===== src/tbwd_defines.svh =====
/*
 Timing constants and field positions for the time-base and watchdog block.
 Assumes inclusion by bare name from design files; definitions only.
*/
`ifndef TBWD_DEFINES_SVH
`define TBWD_DEFINES_SVH

// Time-base counter width and interval tap positions (oscillation clock bits, one above the main-clock count bit)
`define TB_WIDTH          18
`define TB_TAP_SEL0       11
`define TB_TAP_SEL1       13
`define TB_TAP_SEL2       15
`define TB_TAP_SEL3       18
// Watchdog source taps on the time-base counter
`define WD_TB_TAP_SEL0    11
`define WD_TB_TAP_SEL1    13
`define WD_TB_TAP_SEL2    15
`define WD_TB_TAP_SEL3    18
// Watchdog source taps on the watch counter (subclock bits)
`define WT_WIDTH          15
`define WD_WT_TAP_SEL0    9
`define WD_WT_TAP_SEL1    12
`define WD_WT_TAP_SEL2    13
`define WD_WT_TAP_SEL3    14
// Watchdog counter and reset pulse
`define WD_WIDTH          2
`define WD_RESET_PULSE    4
// Interrupt request number of the time-base
`define TB_IRQ_NUMBER     8'h10

`endif


===== src/tbwd_pkg.sv =====
/*
 Types shared by the time-base and watchdog block.
 Assumes nothing beyond a SystemVerilog compiler.
*/
package tbwd_pkg;
    typedef logic [1:0] sel2_t;
    typedef enum logic [1:0] {
        WD_IDLE,
        WD_RUN,
        WD_FIRE
    } wd_state_t;
endpackage : tbwd_pkg


===== src/tap_edge.sv =====
/*
 Rising-edge detector on one selected bit of a counter: a single tick per
 transition from 0 to 1 of the chosen tap.
 Assumes the counter and select share clock_in.
*/
`timescale 1ns/1ps
module tap_edge
    import tbwd_pkg::*;
#(
    parameter int WIDTH = 18,
    parameter int TAP0  = 11,
    parameter int TAP1  = 13,
    parameter int TAP2  = 15,
    parameter int TAP3  = 17
) (
    input  wire logic             clock_in,   // System clock
    input  wire logic             sys_rst_in, // Async reset, high
    input  wire logic [WIDTH-1:0] count_in,   // Counter to tap
    input  wire sel2_t            sel_in,     // Tap select
    output logic                  tick_out    // One-cycle tick
);
    initial begin
        if (TAP0 >= WIDTH || TAP1 >= WIDTH || TAP2 >= WIDTH || TAP3 >= WIDTH) begin
            $error("tap_edge: tap outside counter");
        end
    end

    logic bit_now;
    logic bit_r;

    // Tap mux
    always_comb begin
        unique case (sel_in)
            2'd0: bit_now = count_in[TAP0];
            2'd1: bit_now = count_in[TAP1];
            2'd2: bit_now = count_in[TAP2];
            2'd3: bit_now = count_in[TAP3];
        endcase
    end

    // Last tap value; a falling tap after a counter clear makes no tick
    always_ff @(posedge clock_in or posedge sys_rst_in) begin
        if (sys_rst_in) begin
            bit_r <= 1'b0;
        end else begin
            bit_r <= bit_now;
        end
    end

    assign tick_out = bit_now & ~bit_r;
endmodule : tap_edge


===== src/timebase_watchdog_timer.sv =====
/*
 Time-base counter with interval flag and interrupt, plus a 2-bit watchdog
 fed by either the time-base or the watch counter.
 Assumes clock_in is the oscillation clock; subclock ticks arrive as a
 synchronous one-cycle strobe; all control bits are synchronous ports.
*/
// How it works
// - An 18-bit up counter advances once per main clock, every second oscillation cycle.
// - A two-bit select picks an interval of 2^12, 2^14, 2^16 or 2^19 oscillation periods.
// - Reaching the selected interval sets the overflow flag and requests an interrupt.
// - The interrupt output is high only while the enable and the flag are both one.
// - The counter bits are offered out for stabilization waits and peripheral clocks.
// - The interrupt is identified as request number 16, hex 10.
// - The watchdog is a 2-bit counter advanced by ticks of the selected source.
// - Once launched, an uncleared watchdog resets the CPU when its interval runs out.
// - A source select bit chooses time-base output or watch output for the watchdog.
// - A two-bit field picks which tap of that source clocks the watchdog.
// - Time-base intervals are 2^14, 2^16, 2^18 or 2^21 oscillation cycles within one eighth.
// - Watch intervals are 2^12, 2^15, 2^16 or 2^17 subclock cycles within one eighth.
// - Clearing the time-base delays the next watchdog tick from that source.
`timescale 1ns/1ps
`include "tbwd_defines.svh"
module timebase_watchdog_timer
    import tbwd_pkg::*;
#(
    parameter int TB_W = `TB_WIDTH,
    parameter int WT_W = `WT_WIDTH
) (
    input  wire logic            clock_in,           // Oscillation clock, 200 MHz
    input  wire logic            sys_rst_in,         // Async reset, high
    input  wire logic            tb_interval_sel_hi, // Time-base interval select bit 1
    input  wire logic            tb_interval_sel_lo, // Time-base interval select bit 0
    input  wire logic            tb_irq_enable,      // Interrupt enable
    input  wire logic            tb_flag_clear_in,   // Pulse: clear overflow flag
    input  wire logic            tb_counter_clear_in,// Pulse: clear time-base counter
    input  wire logic            wd_clock_source_sel,// 1 time-base, 0 watch output
    input  wire logic            wd_interval_sel_hi, // Watchdog interval bit 1
    input  wire logic            wd_interval_sel_lo, // Watchdog interval bit 0
    input  wire logic            wd_launch_in,       // Pulse: launch watchdog
    input  wire logic            wd_clear_in,        // Pulse: clear watchdog counter
    input  wire logic            subclk_tick_in,     // One-cycle subclock strobe
    output logic                 tb_overflow_flag,   // Sticky overflow flag
    output logic                 tb_irq_out,         // Interrupt request, level
    output logic [7:0]           tb_irq_num_out,     // Request number, constant
    output logic [TB_W-1:0]      tb_count_out,       // Counter taps for peripherals
    output logic [`WD_WIDTH-1:0] wd_count_out,       // Watchdog count
    output logic                 wd_running_out,     // Watchdog launched
    output logic                 cpu_reset_out       // CPU reset pulse, high
);
    initial begin
        if (TB_W != `TB_WIDTH || WT_W != `WT_WIDTH) begin
            $error("timebase_watchdog_timer: taps fixed for 18/15-bit counters");
        end
    end

    logic              half_r;       // Main-clock phase
    logic [TB_W-1:0]   tb_cnt_r;
    logic [WT_W-1:0]   wt_cnt_r;
    logic              tb_tick;
    logic              wdtb_tick;
    logic              wdwt_tick;
    logic              wd_tick;
    logic [`WD_WIDTH-1:0] wd_cnt_r;
    wd_state_t         wd_state_r;
    logic [2:0]        rst_cnt_r;
    sel2_t             tb_sel;
    sel2_t             wd_sel;
    logic              wd_tap_now;   // Selected watchdog tap level
    logic              wd_tap_r;     // Tap level one cycle back
    logic              tb_clr_d_r;   // Time-base clear, one cycle late
    logic              wd_fall;      // Selected tap fell
    logic              wd_tail_r;    // Fourth tick seen, waiting for the fall

    assign tb_sel = {tb_interval_sel_hi, tb_interval_sel_lo};
    assign wd_sel = {wd_interval_sel_hi, wd_interval_sel_lo};

    // Main clock is every other oscillation edge
    always_ff @(posedge clock_in or posedge sys_rst_in) begin
        if (sys_rst_in) begin
            half_r <= 1'b0;
        end else begin
            half_r <= ~half_r;
        end
    end

    // Time-base counter; software clear restarts it
    always_ff @(posedge clock_in or posedge sys_rst_in) begin
        if (sys_rst_in) begin
            tb_cnt_r <= '0;
        end else if (tb_counter_clear_in) begin
            tb_cnt_r <= '0;
        end else if (half_r) begin
            tb_cnt_r <= tb_cnt_r + 1'b1;
        end
    end

    // Watch counter, subclock-driven source only
    always_ff @(posedge clock_in or posedge sys_rst_in) begin
        if (sys_rst_in) begin
            wt_cnt_r <= '0;
        end else if (subclk_tick_in) begin
            wt_cnt_r <= wt_cnt_r + 1'b1;
        end
    end

    assign tb_count_out = tb_cnt_r;

    // Bit k of the main-clock count rises every 2^(k+2) oscillation cycles
    tap_edge #(.WIDTH(TB_W), .TAP0(`TB_TAP_SEL0 - 1), .TAP1(`TB_TAP_SEL1 - 1),
               .TAP2(`TB_TAP_SEL2 - 1), .TAP3(`TB_TAP_SEL3 - 1)) u_tb_int (
        .clock_in   (clock_in),
        .sys_rst_in (sys_rst_in),
        .count_in   (tb_cnt_r),
        .sel_in     (tb_sel),
        .tick_out   (tb_tick)
    );

    // Watchdog taps one source period a quarter of its interval
    tap_edge #(.WIDTH(TB_W), .TAP0(`WD_TB_TAP_SEL0 - 1), .TAP1(`WD_TB_TAP_SEL1 - 1),
               .TAP2(`WD_TB_TAP_SEL2 - 1), .TAP3(`WD_TB_TAP_SEL3 - 1)) u_wd_tb (
        .clock_in   (clock_in),
        .sys_rst_in (sys_rst_in),
        .count_in   (tb_cnt_r),
        .sel_in     (wd_sel),
        .tick_out   (wdtb_tick)
    );

    tap_edge #(.WIDTH(WT_W), .TAP0(`WD_WT_TAP_SEL0), .TAP1(`WD_WT_TAP_SEL1),
               .TAP2(`WD_WT_TAP_SEL2), .TAP3(`WD_WT_TAP_SEL3)) u_wd_wt (
        .clock_in   (clock_in),
        .sys_rst_in (sys_rst_in),
        .count_in   (wt_cnt_r),
        .sel_in     (wd_sel),
        .tick_out   (wdwt_tick)
    );

    assign wd_tick = wd_clock_source_sel ? wdtb_tick : wdwt_tick;

    // Level of the watchdog's selected tap; its fall times the last half period
    always_comb begin
        if (wd_clock_source_sel) begin
            unique case (wd_sel)
                2'h0: wd_tap_now = tb_cnt_r[`WD_TB_TAP_SEL0 - 1];
                2'h1: wd_tap_now = tb_cnt_r[`WD_TB_TAP_SEL1 - 1];
                2'h2: wd_tap_now = tb_cnt_r[`WD_TB_TAP_SEL2 - 1];
                2'h3: wd_tap_now = tb_cnt_r[`WD_TB_TAP_SEL3 - 1];
            endcase
        end else begin
            unique case (wd_sel)
                2'h0: wd_tap_now = wt_cnt_r[`WD_WT_TAP_SEL0];
                2'h1: wd_tap_now = wt_cnt_r[`WD_WT_TAP_SEL1];
                2'h2: wd_tap_now = wt_cnt_r[`WD_WT_TAP_SEL2];
                2'h3: wd_tap_now = wt_cnt_r[`WD_WT_TAP_SEL3];
            endcase
        end
    end

    // Tap history and a delayed time-base clear; both start at the idle level 0
    always_ff @(posedge clock_in or posedge sys_rst_in) begin
        if (sys_rst_in) begin
            wd_tap_r   <= 1'b0;
            tb_clr_d_r <= 1'b0;
        end else begin
            wd_tap_r   <= wd_tap_now;
            tb_clr_d_r <= tb_counter_clear_in;
        end
    end

    // A fall forced by a time-base clear is ignored, so a clear only lengthens
    // the time to reset; a source switch during the tail may still end it early
    assign wd_fall = wd_tap_r & ~wd_tap_now & ~(tb_clr_d_r & wd_clock_source_sel);

    // Overflow flag; a new overflow wins over a clear in the same cycle
    always_ff @(posedge clock_in or posedge sys_rst_in) begin
        if (sys_rst_in) begin
            tb_overflow_flag <= 1'b0;
        end else if (tb_tick) begin
            tb_overflow_flag <= 1'b1;
        end else if (tb_flag_clear_in) begin
            tb_overflow_flag <= 1'b0;
        end
    end

    assign tb_irq_out     = tb_irq_enable & tb_overflow_flag;
    assign tb_irq_num_out = `TB_IRQ_NUMBER;

    // Watchdog: four ticks uncleared, then the next fall of the tap, fire the
    // reset; the first tick lands anywhere in a tap period, so a clear is
    // followed by 3.5 to 4.5 tap periods, the plus-or-minus eighth spread
    always_ff @(posedge clock_in or posedge sys_rst_in) begin
        if (sys_rst_in) begin
            wd_state_r <= WD_IDLE;
            wd_cnt_r   <= '0;
            wd_tail_r  <= 1'b0;
            rst_cnt_r  <= '0;
        end else begin
            unique case (wd_state_r)
                WD_IDLE: begin
                    if (wd_launch_in) begin
                        wd_state_r <= WD_RUN;
                        wd_cnt_r   <= '0;
                        wd_tail_r  <= 1'b0;
                    end
                end
                WD_RUN: begin
                    if (wd_clear_in || wd_launch_in) begin
                        wd_cnt_r  <= '0;
                        wd_tail_r <= 1'b0;
                    end else if (wd_tail_r) begin
                        if (wd_fall) begin
                            wd_state_r <= WD_FIRE;
                            wd_tail_r  <= 1'b0;
                            rst_cnt_r  <= 3'(`WD_RESET_PULSE);
                        end
                    end else if (wd_tick) begin
                        if (wd_cnt_r == 2'h3) begin
                            wd_tail_r <= 1'b1;
                        end
                        wd_cnt_r <= wd_cnt_r + 1'b1;
                    end
                end
                WD_FIRE: begin
                    // The CPU reset also stops the watchdog until relaunch
                    if (rst_cnt_r == 3'd1) begin
                        wd_state_r <= WD_IDLE;
                    end
                    rst_cnt_r <= rst_cnt_r - 1'b1;
                end
                default: begin
                    wd_state_r <= WD_IDLE;
                end
            endcase
        end
    end

    assign wd_count_out   = wd_cnt_r;
    assign wd_running_out = (wd_state_r == WD_RUN);
    assign cpu_reset_out  = (wd_state_r == WD_FIRE);
endmodule : timebase_watchdog_timer


===== config.mk =====
export PLATFORM = sky130hd
export DESIGN_NAME = timebase_watchdog_timer
export DESIGN_NICKNAME = d
export VERILOG_FILES = /design/src/tbwd_pkg.sv /design/src/tap_edge.sv /design/src/timebase_watchdog_timer.sv
export VERILOG_INCLUDE_DIRS = /design/src /design/src/src
export SDC_FILE = /design/constraint.sdc
export NUM_CORES = 1
export LEC_CHECK = 0
export BUFFER_PORTS_ARGS = -buffer_cell sky130_fd_sc_hd__buf_2
export CAP_MARGIN = 15
export CORE_UTILIZATION = 40
export DETAILED_ROUTE_END_ITERATION = 16
export PLACE_DENSITY = 0.68
export SLEW_MARGIN = 20
export SYNTH_ARGS = -nofsm -noshare
export SYNTH_HDL_FRONTEND = slang
export SYNTH_SLANG_ARGS = --single-unit

===== constraint.sdc =====
create_clock -name clock_in -period 2.7 [get_ports clock_in]
set_input_delay 0.135 -clock clock_in [delete_from_list [all_inputs] [get_ports clock_in]]
set_output_delay 0.135 -clock clock_in [all_outputs]
set_load 0.01 [all_outputs]

==> results of run 1 <==
worst paths after layout:
check                                      start          endpoint  slack [ns]  depth (start not counted)
worst max register to register       wt_cnt_r[9]         wd_tail_r        0.90                          5
worst max-delay path                 wt_cnt_r[9]         wd_tail_r        0.90                          5
max in group asynchronous             sys_rst_in       wt_cnt_r[5]        2.25                          2
worst min register to register    u_tb_int.bit_r  tb_overflow_flag        0.43                          1
worst min-delay path                  sys_rst_in   tb_count_out[3]       -0.03                          2
min in group clock_in           tb_flag_clear_in  tb_overflow_flag        0.02                          2
sequential cells by signal, indices dropped and copies added (netlist names):
signal / count
half_r: 1
rst_cnt_r: 3
tb_clr_d_r: 1
tb_count_out: 18
tb_overflow_flag: 1
u_tb_int.bit_r: 1
u_wd_tb.bit_r: 1
u_wd_wt.bit_r: 1
wd_count_out: 2
wd_state_r: 2
wd_tail_r: 1
wd_tap_r: 1
wt_cnt_r: 15
logic make-up (layout without fill, tap and decap cells):
kind of cell / after synthesis / count (layout) / share of synthesized area (%)
AND/OR/NAND/NOR: 95 / 95 / 20.03
flip-flops: 48 / 48 / 49.18
XOR/XNOR: 30 / 30 / 10.76
buffers and inverters: 22 / 49 / 5.276
AO/OA/AOI/OAI: 20 / 20 / 6.096
multiplexers: 12 / 12 / 5.789
adder cells (fa/ha/maj): 5 / 5 / 2.561
other: 2 / 8 / 0.3075
stage by stage:
step                      setup slack, ns  utilization (%)
after floorplan                     1.136                -
after global placement              1.031            44.46
after detailed placement           0.9666            44.46
after CTS                          0.8740            46.09
after global routing               0.7715            46.11
final                              0.9020            46.11
power breakdown:
part | internal, mW | switching, mW | total [mW]
clock network | 0.228 | 0.222 | 0.450
registers | 0.771 | 0.0495 | 0.821
logic | 0.0660 | 0.0727 | 0.139
total | 1.07 | 0.344 | 1.41
Yosys cell counts, drive strengths merged, types with 5 or more instances:
cell type | number | share of area, %
mux2 | 7 | 3.2
and3 | 6 | 1.5
nor2 | 26 | 4.0
nor2b | 5 | 1.3
buf | 12 | 3.7
nand2 | 18 | 2.8
nand4 | 11 | 2.8
dfrtp | 48 | 49
ha | 5 | 2.6
xnor2 | 16 | 5.7
inv | 6 | 0.92
nand3 | 10 | 2.0
xor2 | 14 | 5.0
area by class of cell:
type | count | area, um^2
fill | 576 | 3191
sequential | 48 | 1201
multi-input combinational | 170 | 1135
timing repair buffer | 36 | 180.2
clock buffer | 7 | 96.34
tap | 75 | 93.84
inverter | 6 | 23.77
worst reg2reg max path, cell delays in order, from the launching register on:
cell and delay [ns]:
dfrtp_1 0.44, nor2b_1 0.15, a2111oi_0 0.58, o31a_2 0.28
nor2b_1 0.06, o22a_1 0.17
layer usage:
metal / part of all wire [%] / track usage, % / up-vias
met5: 0 / 0 / -
met1: 46 / 17.78 / 830
li1: - / - / 847
met2: 49 / 27.86 / 31
met3: 3.1 / 2.727 / 6
met4: 1.1 / 3.750 / 0
==> out/results.ini, run 1 <==
[clock_network]
post_cts_resized = 0
ctsHtreeMaxLevel = 2
worstSkewPairLatency_ns = 0.29
cts_buffers = 5
hold_buffers = 0
clk_path_buf_depth = 2
post_cts_buffers = 0
cts.sinks = 48
path_clk_slew_ns = 0.08
cts_root_buf = clkbuf_8
cts_tree = done

[timing]
layout_min_cycle_time_ns = 1.798
setup_viol = 0
drv_slew = 0
relSlewSlack_pct = 45.41
hold_viol = 48
rsz0062_at_grt = false
setup_tns_ns = 0
fmax_ghz = 0.5562
timing.final.crit_share_pct = 66.59
worstMarginPinSlew_ns = 0.8180
clock_skew_ns = 0.004270
holdWs_ns = -0.03461

[placement]
portBuffers = 36
gp_congestion = 0.7900
place_area_mm2 = 0.002633
place_hpwl_mm = 3.200
placedCellCount = 335

[synth]
ys_async_sr_fraction_pct = 100.0
syn-cell-area_mm2 = 0.002442
yosys_most_used_dff = dfrtp_1
yosysSeqAreaShare_pct = 49.18
ys_types = 44
synth_cells = 234
syn_avg_cell_area_um2 = 10.44
yosys_warnings = 0
synth_edf_count = 0
ys_seq_elements = 48

[cells_and_area]
stdcell_area_mm2 = 0.002730
final_common_cell = dfrtp_1
nNetsFinal = 285
most-common-layout-cells = dfrtp_1 (48), buf_2 (36), nor2_1 (26), nand2_1 (18), xnor2_1 (16)
antenna_cells = 0
layout-drive-gt1-share_pct = 20.60
fin_cells = 342
area_delta_synth_final_pct = 11.78

[setup_path]
path_common_cell = nor2b_1
cp_slowest_stage_delay_ns = 0.58
worstPathCellList = nor2b_1 > a2111oi_0 > o31a_2 > nor2b_1 > o22a_1
crit_type = flop to flop
cp-end-kind = flop
cp-start-kind = flop
cp_num_buf_inv = 0
critPathMaxFanout = 6
crit_family = compound AO/OA/AOI/OAI gates
critPathArrivalTime_ns = 1.99
cp.required_ns = 2.89
slowest_stage = a2111oi_0

[detailed_routing]
vias = 1714
drcViolationCount = 0
first_pass_iters = 4
drtIter0Drc = 70
wire_per_inst_um = 13.06
drt_wl_total_mm = 4.468
post_drt_via_cell_ratio = 5.012
postRouteAntennaNets = 0

[die]
ios = 45
fp.dieArea_mm2 = 0.006422
placementRows = 28
die_w_um = 80.14
initial_utilization_pct = 41.25
core_mm2 = 0.005921
die_y_um = 80.14

[power_and_ir_drop]
power_mw = 1.409
leakagePower_nw = 1.327
peakVddDrop_v = 0.0002899
powerDensity_mw_per_mm2 = 516.3

[global_route]
grt_pass1_vias = 1716
grt_util_all_layers_pct = 15.04
grt.overflow.total = 0
grt_start_max_net_pins = 49
antenna_found_initial = 0
grt_pass1_wl_mm = 7.486

[flow_run]
maxCapViolations = 0

[outcome]
outcome = finished, violations left
violations = hold timing

[min_path]
hp-class = input port to asynchronous set/reset pin

(Power assumes the default switching activity.)
==> run 2: changes to the inputs <==
Settings changed: PLACE_DENSITY 0.68 to 0.7.
Clock period 2.7 ns to 1.6 ns, I/O delays scaled along.
==> out/results.ini, run 2 (synthesis gave the netlist of run 1 again) <==
[timing]
fmax_ghz = 0.6222
layout_min_cycle_time_ns = 1.607
timing.final.crit_share_pct = 100.4
drv_slew = 0
clock_skew_ns = 0.008034
setup_tns_ns = -0.007093
setup_viol = 1
fin_ws_ns = -0.007093
rsz0062_at_grt = true
hold_viol = 0
holdWs_ns = 0.03615

[die]
die_y_um = 80.14
die_w_um = 80.14
fp.dieArea_mm2 = 0.006422
initial_utilization_pct = 41.25
ios = 45
core_mm2 = 0.005921
placementRows = 28

[clock_network]
worstSkewPairLatency_ns = 0.31
cts_buffers = 5
cts_tree = done
ctsHtreeMaxLevel = 2
cts_root_buf = clkbuf_8
path_clk_slew_ns = 0.09
cts.sinks = 48
clk_path_buf_depth = 2

[detailed_routing]
post_drt_via_cell_ratio = 4.975
wire_per_inst_um = 12.51
first_pass_iters = 4
drcViolationCount = 0
drtIter0Drc = 73
drt_wl_total_mm = 4.555
vias = 1811
postRouteAntennaNets = 0

[placement]
place_hpwl_mm = 3.158
gp_congestion = 0.7671
place_ws_ns = -0.02495
portBuffers = 36

[global_route]
grt.overflow.total = 0
grt_start_max_net_pins = 49
grt_pass1_vias = 1654
grt_pass1_wl_mm = 7.286
antenna_found_initial = 0
grt_util_all_layers_pct = 14.89

[setup_path]
reg2reg_depth = 5
rrSetupSlack_ns = -0.007
worstReg2RegEnd = wd_count_out[0]
reg2reg_from = tb_count_out[10]
cp-start-kind = flop
critPathMaxFanout = 5
cp.required_ns = 1.85
cp-end-kind = flop
crit_type = flop to flop
critPathArrivalTime_ns = 1.86
startpoint = tb_count_out[10]

[min_path]
hold_start = wd_clear_in
hold_depth = 3
hold_end = wd_state_r[0]
hp-class = input port to flop

[cells_and_area]
final_common_cell = dfrtp_1
antenna_cells = 0
area_delta_synth_final_pct = 20.65
nNetsFinal = 306
most-common-layout-cells = dfrtp_1 (48), buf_2 (36), nor2_1 (25), nand2_1 (18)
largest_reg_flops = 18
layout-drive-gt1-share_pct = 27.34

[flow_run]
maxCapViolations = 0

[outcome]
outcome = finished, violations left
violations = setup timing

[power_and_ir_drop]
peakVddDrop_v = 0.0004511
powerDensity_mw_per_mm2 = 814.8
leakagePower_nw = 1.439

==> run 2: worst max path at each step <==
stage / to / slack [ns] / cells after the start
floorplan: wd_tail_r / 0.04 / 5
global placement: wd_tail_r / -0.006 / 5
detailed placement: wd_tail_r / -0.02 / 5
CTS: wd_tail_r / 0.03 / 5
global route: wd_count_out[0] / -0.09 / 5
finish: wd_count_out[0] / -0.007 / 5
==> run 2: cell type report <==
cell class                 count  area (um^2)
timing repair buffer          57        361.6
sequential                    48         1201
clock buffer                   7        86.33
tap                           75        93.84
inverter                       6        22.52
clock inverter                 1        7.507
fill                         552         2974
multi-input combinational    170         1174
==> run 2: what timing repair did <==
item,in CTS,in global routing
pin swaps,0,4
setup endpoints to repair,3,11
resized for setup,1,8
hold buffers,3,0
setup buffers,0,5
endpoints found under the hold margin,50,0
==> run 2: power by group <==
group | switching (mW) | internal, mW
clock network | 0.400 | 0.351
logic | 0.132 | 0.134
registers | 0.0827 | 1.30
total | 0.615 | 1.79
==> run 2: routing by layer <==
layer | wire [um] | up-vias | track usage (%)
met4 | 85 | 0 | 5.714
met5 | 0 | - | 0
met3 | 140 | 9 | 3.182
met1 | 2038 | 872 | 18.32
met2 | 2290 | 38 | 25.38
li1 | - | 892 | -
==> run 2: critical path, cell delays in order (launching register included) <==
cell and delay [ns]:
dfrtp_1 0.42, mux2i_1 0.13, nor4b_2 0.35, a311oi_4 0.09, or4b_1 0.48, nand3_1 0.09
==> run 2: stage by stage <==
stage | cells | utilization [%] | total power, mW | cell area, um^2
CTS | 359 | 48.44 | 2.428 | 2868
global placement | 348 | 46.32 | 1.657 | 2743
floorplan | 240 | - | 1.601 | 2465
global route | 364 | 49.77 | 2.521 | 2947
detailed placement | 348 | 46.32 | 1.669 | 2743
finish | 364 | 49.77 | 2.401 | 2947
==> run 3: changes to the inputs <==
Settings changed: BUFFER_PORTS_ARGS -buffer_cell sky130_fd_sc_hd__buf_2 to not set, DONT_BUFFER_PORTS set to 1, PLACE_DENSITY 0.7 to 0.63.
==> out/results.ini, run 3 (synthesis gave the netlist of run 1 again) <==
[min_path]
hold_start = wd_interval_sel_lo
hp-class = input port to flop

[setup_path]
reg2reg_from = wt_cnt_r[9]
endpoint = wd_tail_r
path_common_cell = nor2b_1
critPathMaxFanout = 5
cp_slowest_stage_delay_ns = 0.40
startpoint = wt_cnt_r[9]
worstReg2RegEnd = wd_tail_r
rrSetupSlack_ns = 0.05
reg2reg_depth = 6
slowest_stage = dfrtp_1
cp-start-kind = flop
critPathArrivalTime_ns = 1.74
crit_type = flop to flop
cp-end-kind = flop
cp.required_ns = 1.79
worstPathCellList = nor2b_1 > a2111oi_1 > buf_4 > o31a_2 > nor2b_1 > o22a_1

[timing]
hold_viol = 0
worstMarginPinSlew_ns = 0.7152
fin_ws_ns = 0.05479
timing.final.crit_share_pct = 96.58
relSlewSlack_pct = 52.16
layout_min_cycle_time_ns = 1.545
fmax_ghz = 0.6472
rsz0062_at_grt = true
setup_tns_ns = 0
setup_viol = 0
clock_skew_ns = 0.008237
drv_slew = 0

[cells_and_area]
finish.utilization_pct = 47.68
most-common-layout-cells = dfrtp_1 (48), nor2_1 (26), buf_4 (25), nand2_1 (18), xnor2_1 (16)
area_delta_synth_final_pct = 15.57
antenna_cells = 0
largest_reg_flops = 18
fin_cells = 340
layout-drive-gt1-share_pct = 17.74
nNetsFinal = 283
final_common_cell = dfrtp_1

[detailed_routing]
drtIter0Drc = 73
post_drt_via_cell_ratio = 5.032
first_pass_iters = 4
drt_wl_total_mm = 4.385
vias = 1711
postRouteAntennaNets = 0
drcViolationCount = 0
wire_per_inst_um = 12.90

[placement]
place_hpwl_mm = 3.107
portBuffers = 0
placedCellCount = 325
gp_congestion = 0.7258
place_ws_ns = 0.03322

[clock_network]
cts_buffers = 5
cts.sinks = 48
post_cts_buffers = 0
cts_tree = done
ctsHtreeMaxLevel = 2
worstSkewPairLatency_ns = 0.29
path_clk_slew_ns = 0.08
cts_root_buf = clkbuf_8
clk_path_buf_depth = 2

[global_route]
grt.overflow.total = 0
grt_pass1_wl_mm = 7.410
grt_util_all_layers_pct = 14.93
grt_pass1_vias = 1706
antenna_found_initial = 0
grt_start_max_net_pins = 49

[power_and_ir_drop]
powerDensity_mw_per_mm2 = 813.6
pwr-share-clk_pct = 29.1
p_int_mw = 1.727
netSwitchingPower_mw = 0.5690
pwr-share-comb_pct = 10.7
swShare_pct = 24.78
leakagePower_nw = 1.313
seq_power_share_pct = 60.2
peakVddDrop_v = 0.0004950

[flow_run]
maxCapViolations = 0

[die]
core_mm2 = 0.005921
ios = 45
placementRows = 28
fp.dieArea_mm2 = 0.006422
initial_utilization_pct = 41.25
die_w_um = 80.14
die_y_um = 80.14

[outcome]
outcome = finished, final reports clean

==> run 3: worst min path at each step <==
stage                endpoint  slack [ns]  depth (start not counted)
2_1_floorplan      tb_clr_d_r        0.11                          0
3_3_place_gp       tb_clr_d_r        0.11                          0
3_5_place_dp       tb_clr_d_r        0.11                          0
4_1_cts        u_tb_int.bit_r        0.02                          1
5_1_grt        u_tb_int.bit_r        0.03                          1
6_report        u_wd_tb.bit_r        0.03                          2
==> run 3: area by class of cell <==
cell class | count | area (um^2)
Timing Repair Buffer | 34 | 279.0
Tap cell | 75 | 93.84
Sequential cell | 48 | 1201
Clock inverter | 1 | 5.005
Inverter | 6 | 22.52
Fill cell | 547 | 3098
Multi-Input combinational cell | 170 | 1149
Clock buffer | 6 | 72.57
==> run 3: metrics by stage <==
stage / hold slack (ns) / power, mW / area [um^2]
CTS: 0.01713 / 2.340 / 2805
global placement: 0.1144 / 1.623 / 2648
detailed placement: 0.1144 / 1.632 / 2648
finish: 0.02606 / 2.296 / 2823
global route: 0.02790 / 2.436 / 2823
floorplan: 0.1114 / 1.601 / 2465
==> run 3: layer usage <==
metal | part of all wire, % | vias up | GRT usage, %
met5 | 0 | - | 0
met2 | 47 | 30 | 24.19
met3 | 3.2 | 8 | 2.841
met1 | 47 | 825 | 19.21
met4 | 2.5 | 0 | 6.964
li1 | - | 848 | -
==> run 3: timing repair <==
item	4_1_cts	5_1_grt
gates resized for setup	0	5
hold buffers	8	0
endpoints found under the setup margin	0	13
hold endpoints to repair	76	0
==> run 3: power by group through the flow <==
| stage | clock (mW) | combinational (mW) | sequential (mW) |
|---|---|---|---|
| 6_report | 0.669 | 0.245 | 1.38 |
| 5_1_grt | 0.756 | 0.284 | 1.40 |
| 4_1_cts | 0.706 | 0.251 | 1.38 |
| 3_5_place_dp | 0 | 0.226 | 1.41 |
| 3_3_place_gp | 0 | 0.217 | 1.41 |
| 2_1_floorplan | 0 | 0.208 | 1.39 |
==> run 3: critical path: cells and delay by family, from the launching register on <==
family / cells / cell delay, ns
flip-flops: 1 / 0.40
AO/OA/AOI/OAI: 3 / 0.69
AND/OR/NAND/NOR: 2 / 0.18
buffers and inverters: 1 / 0.17
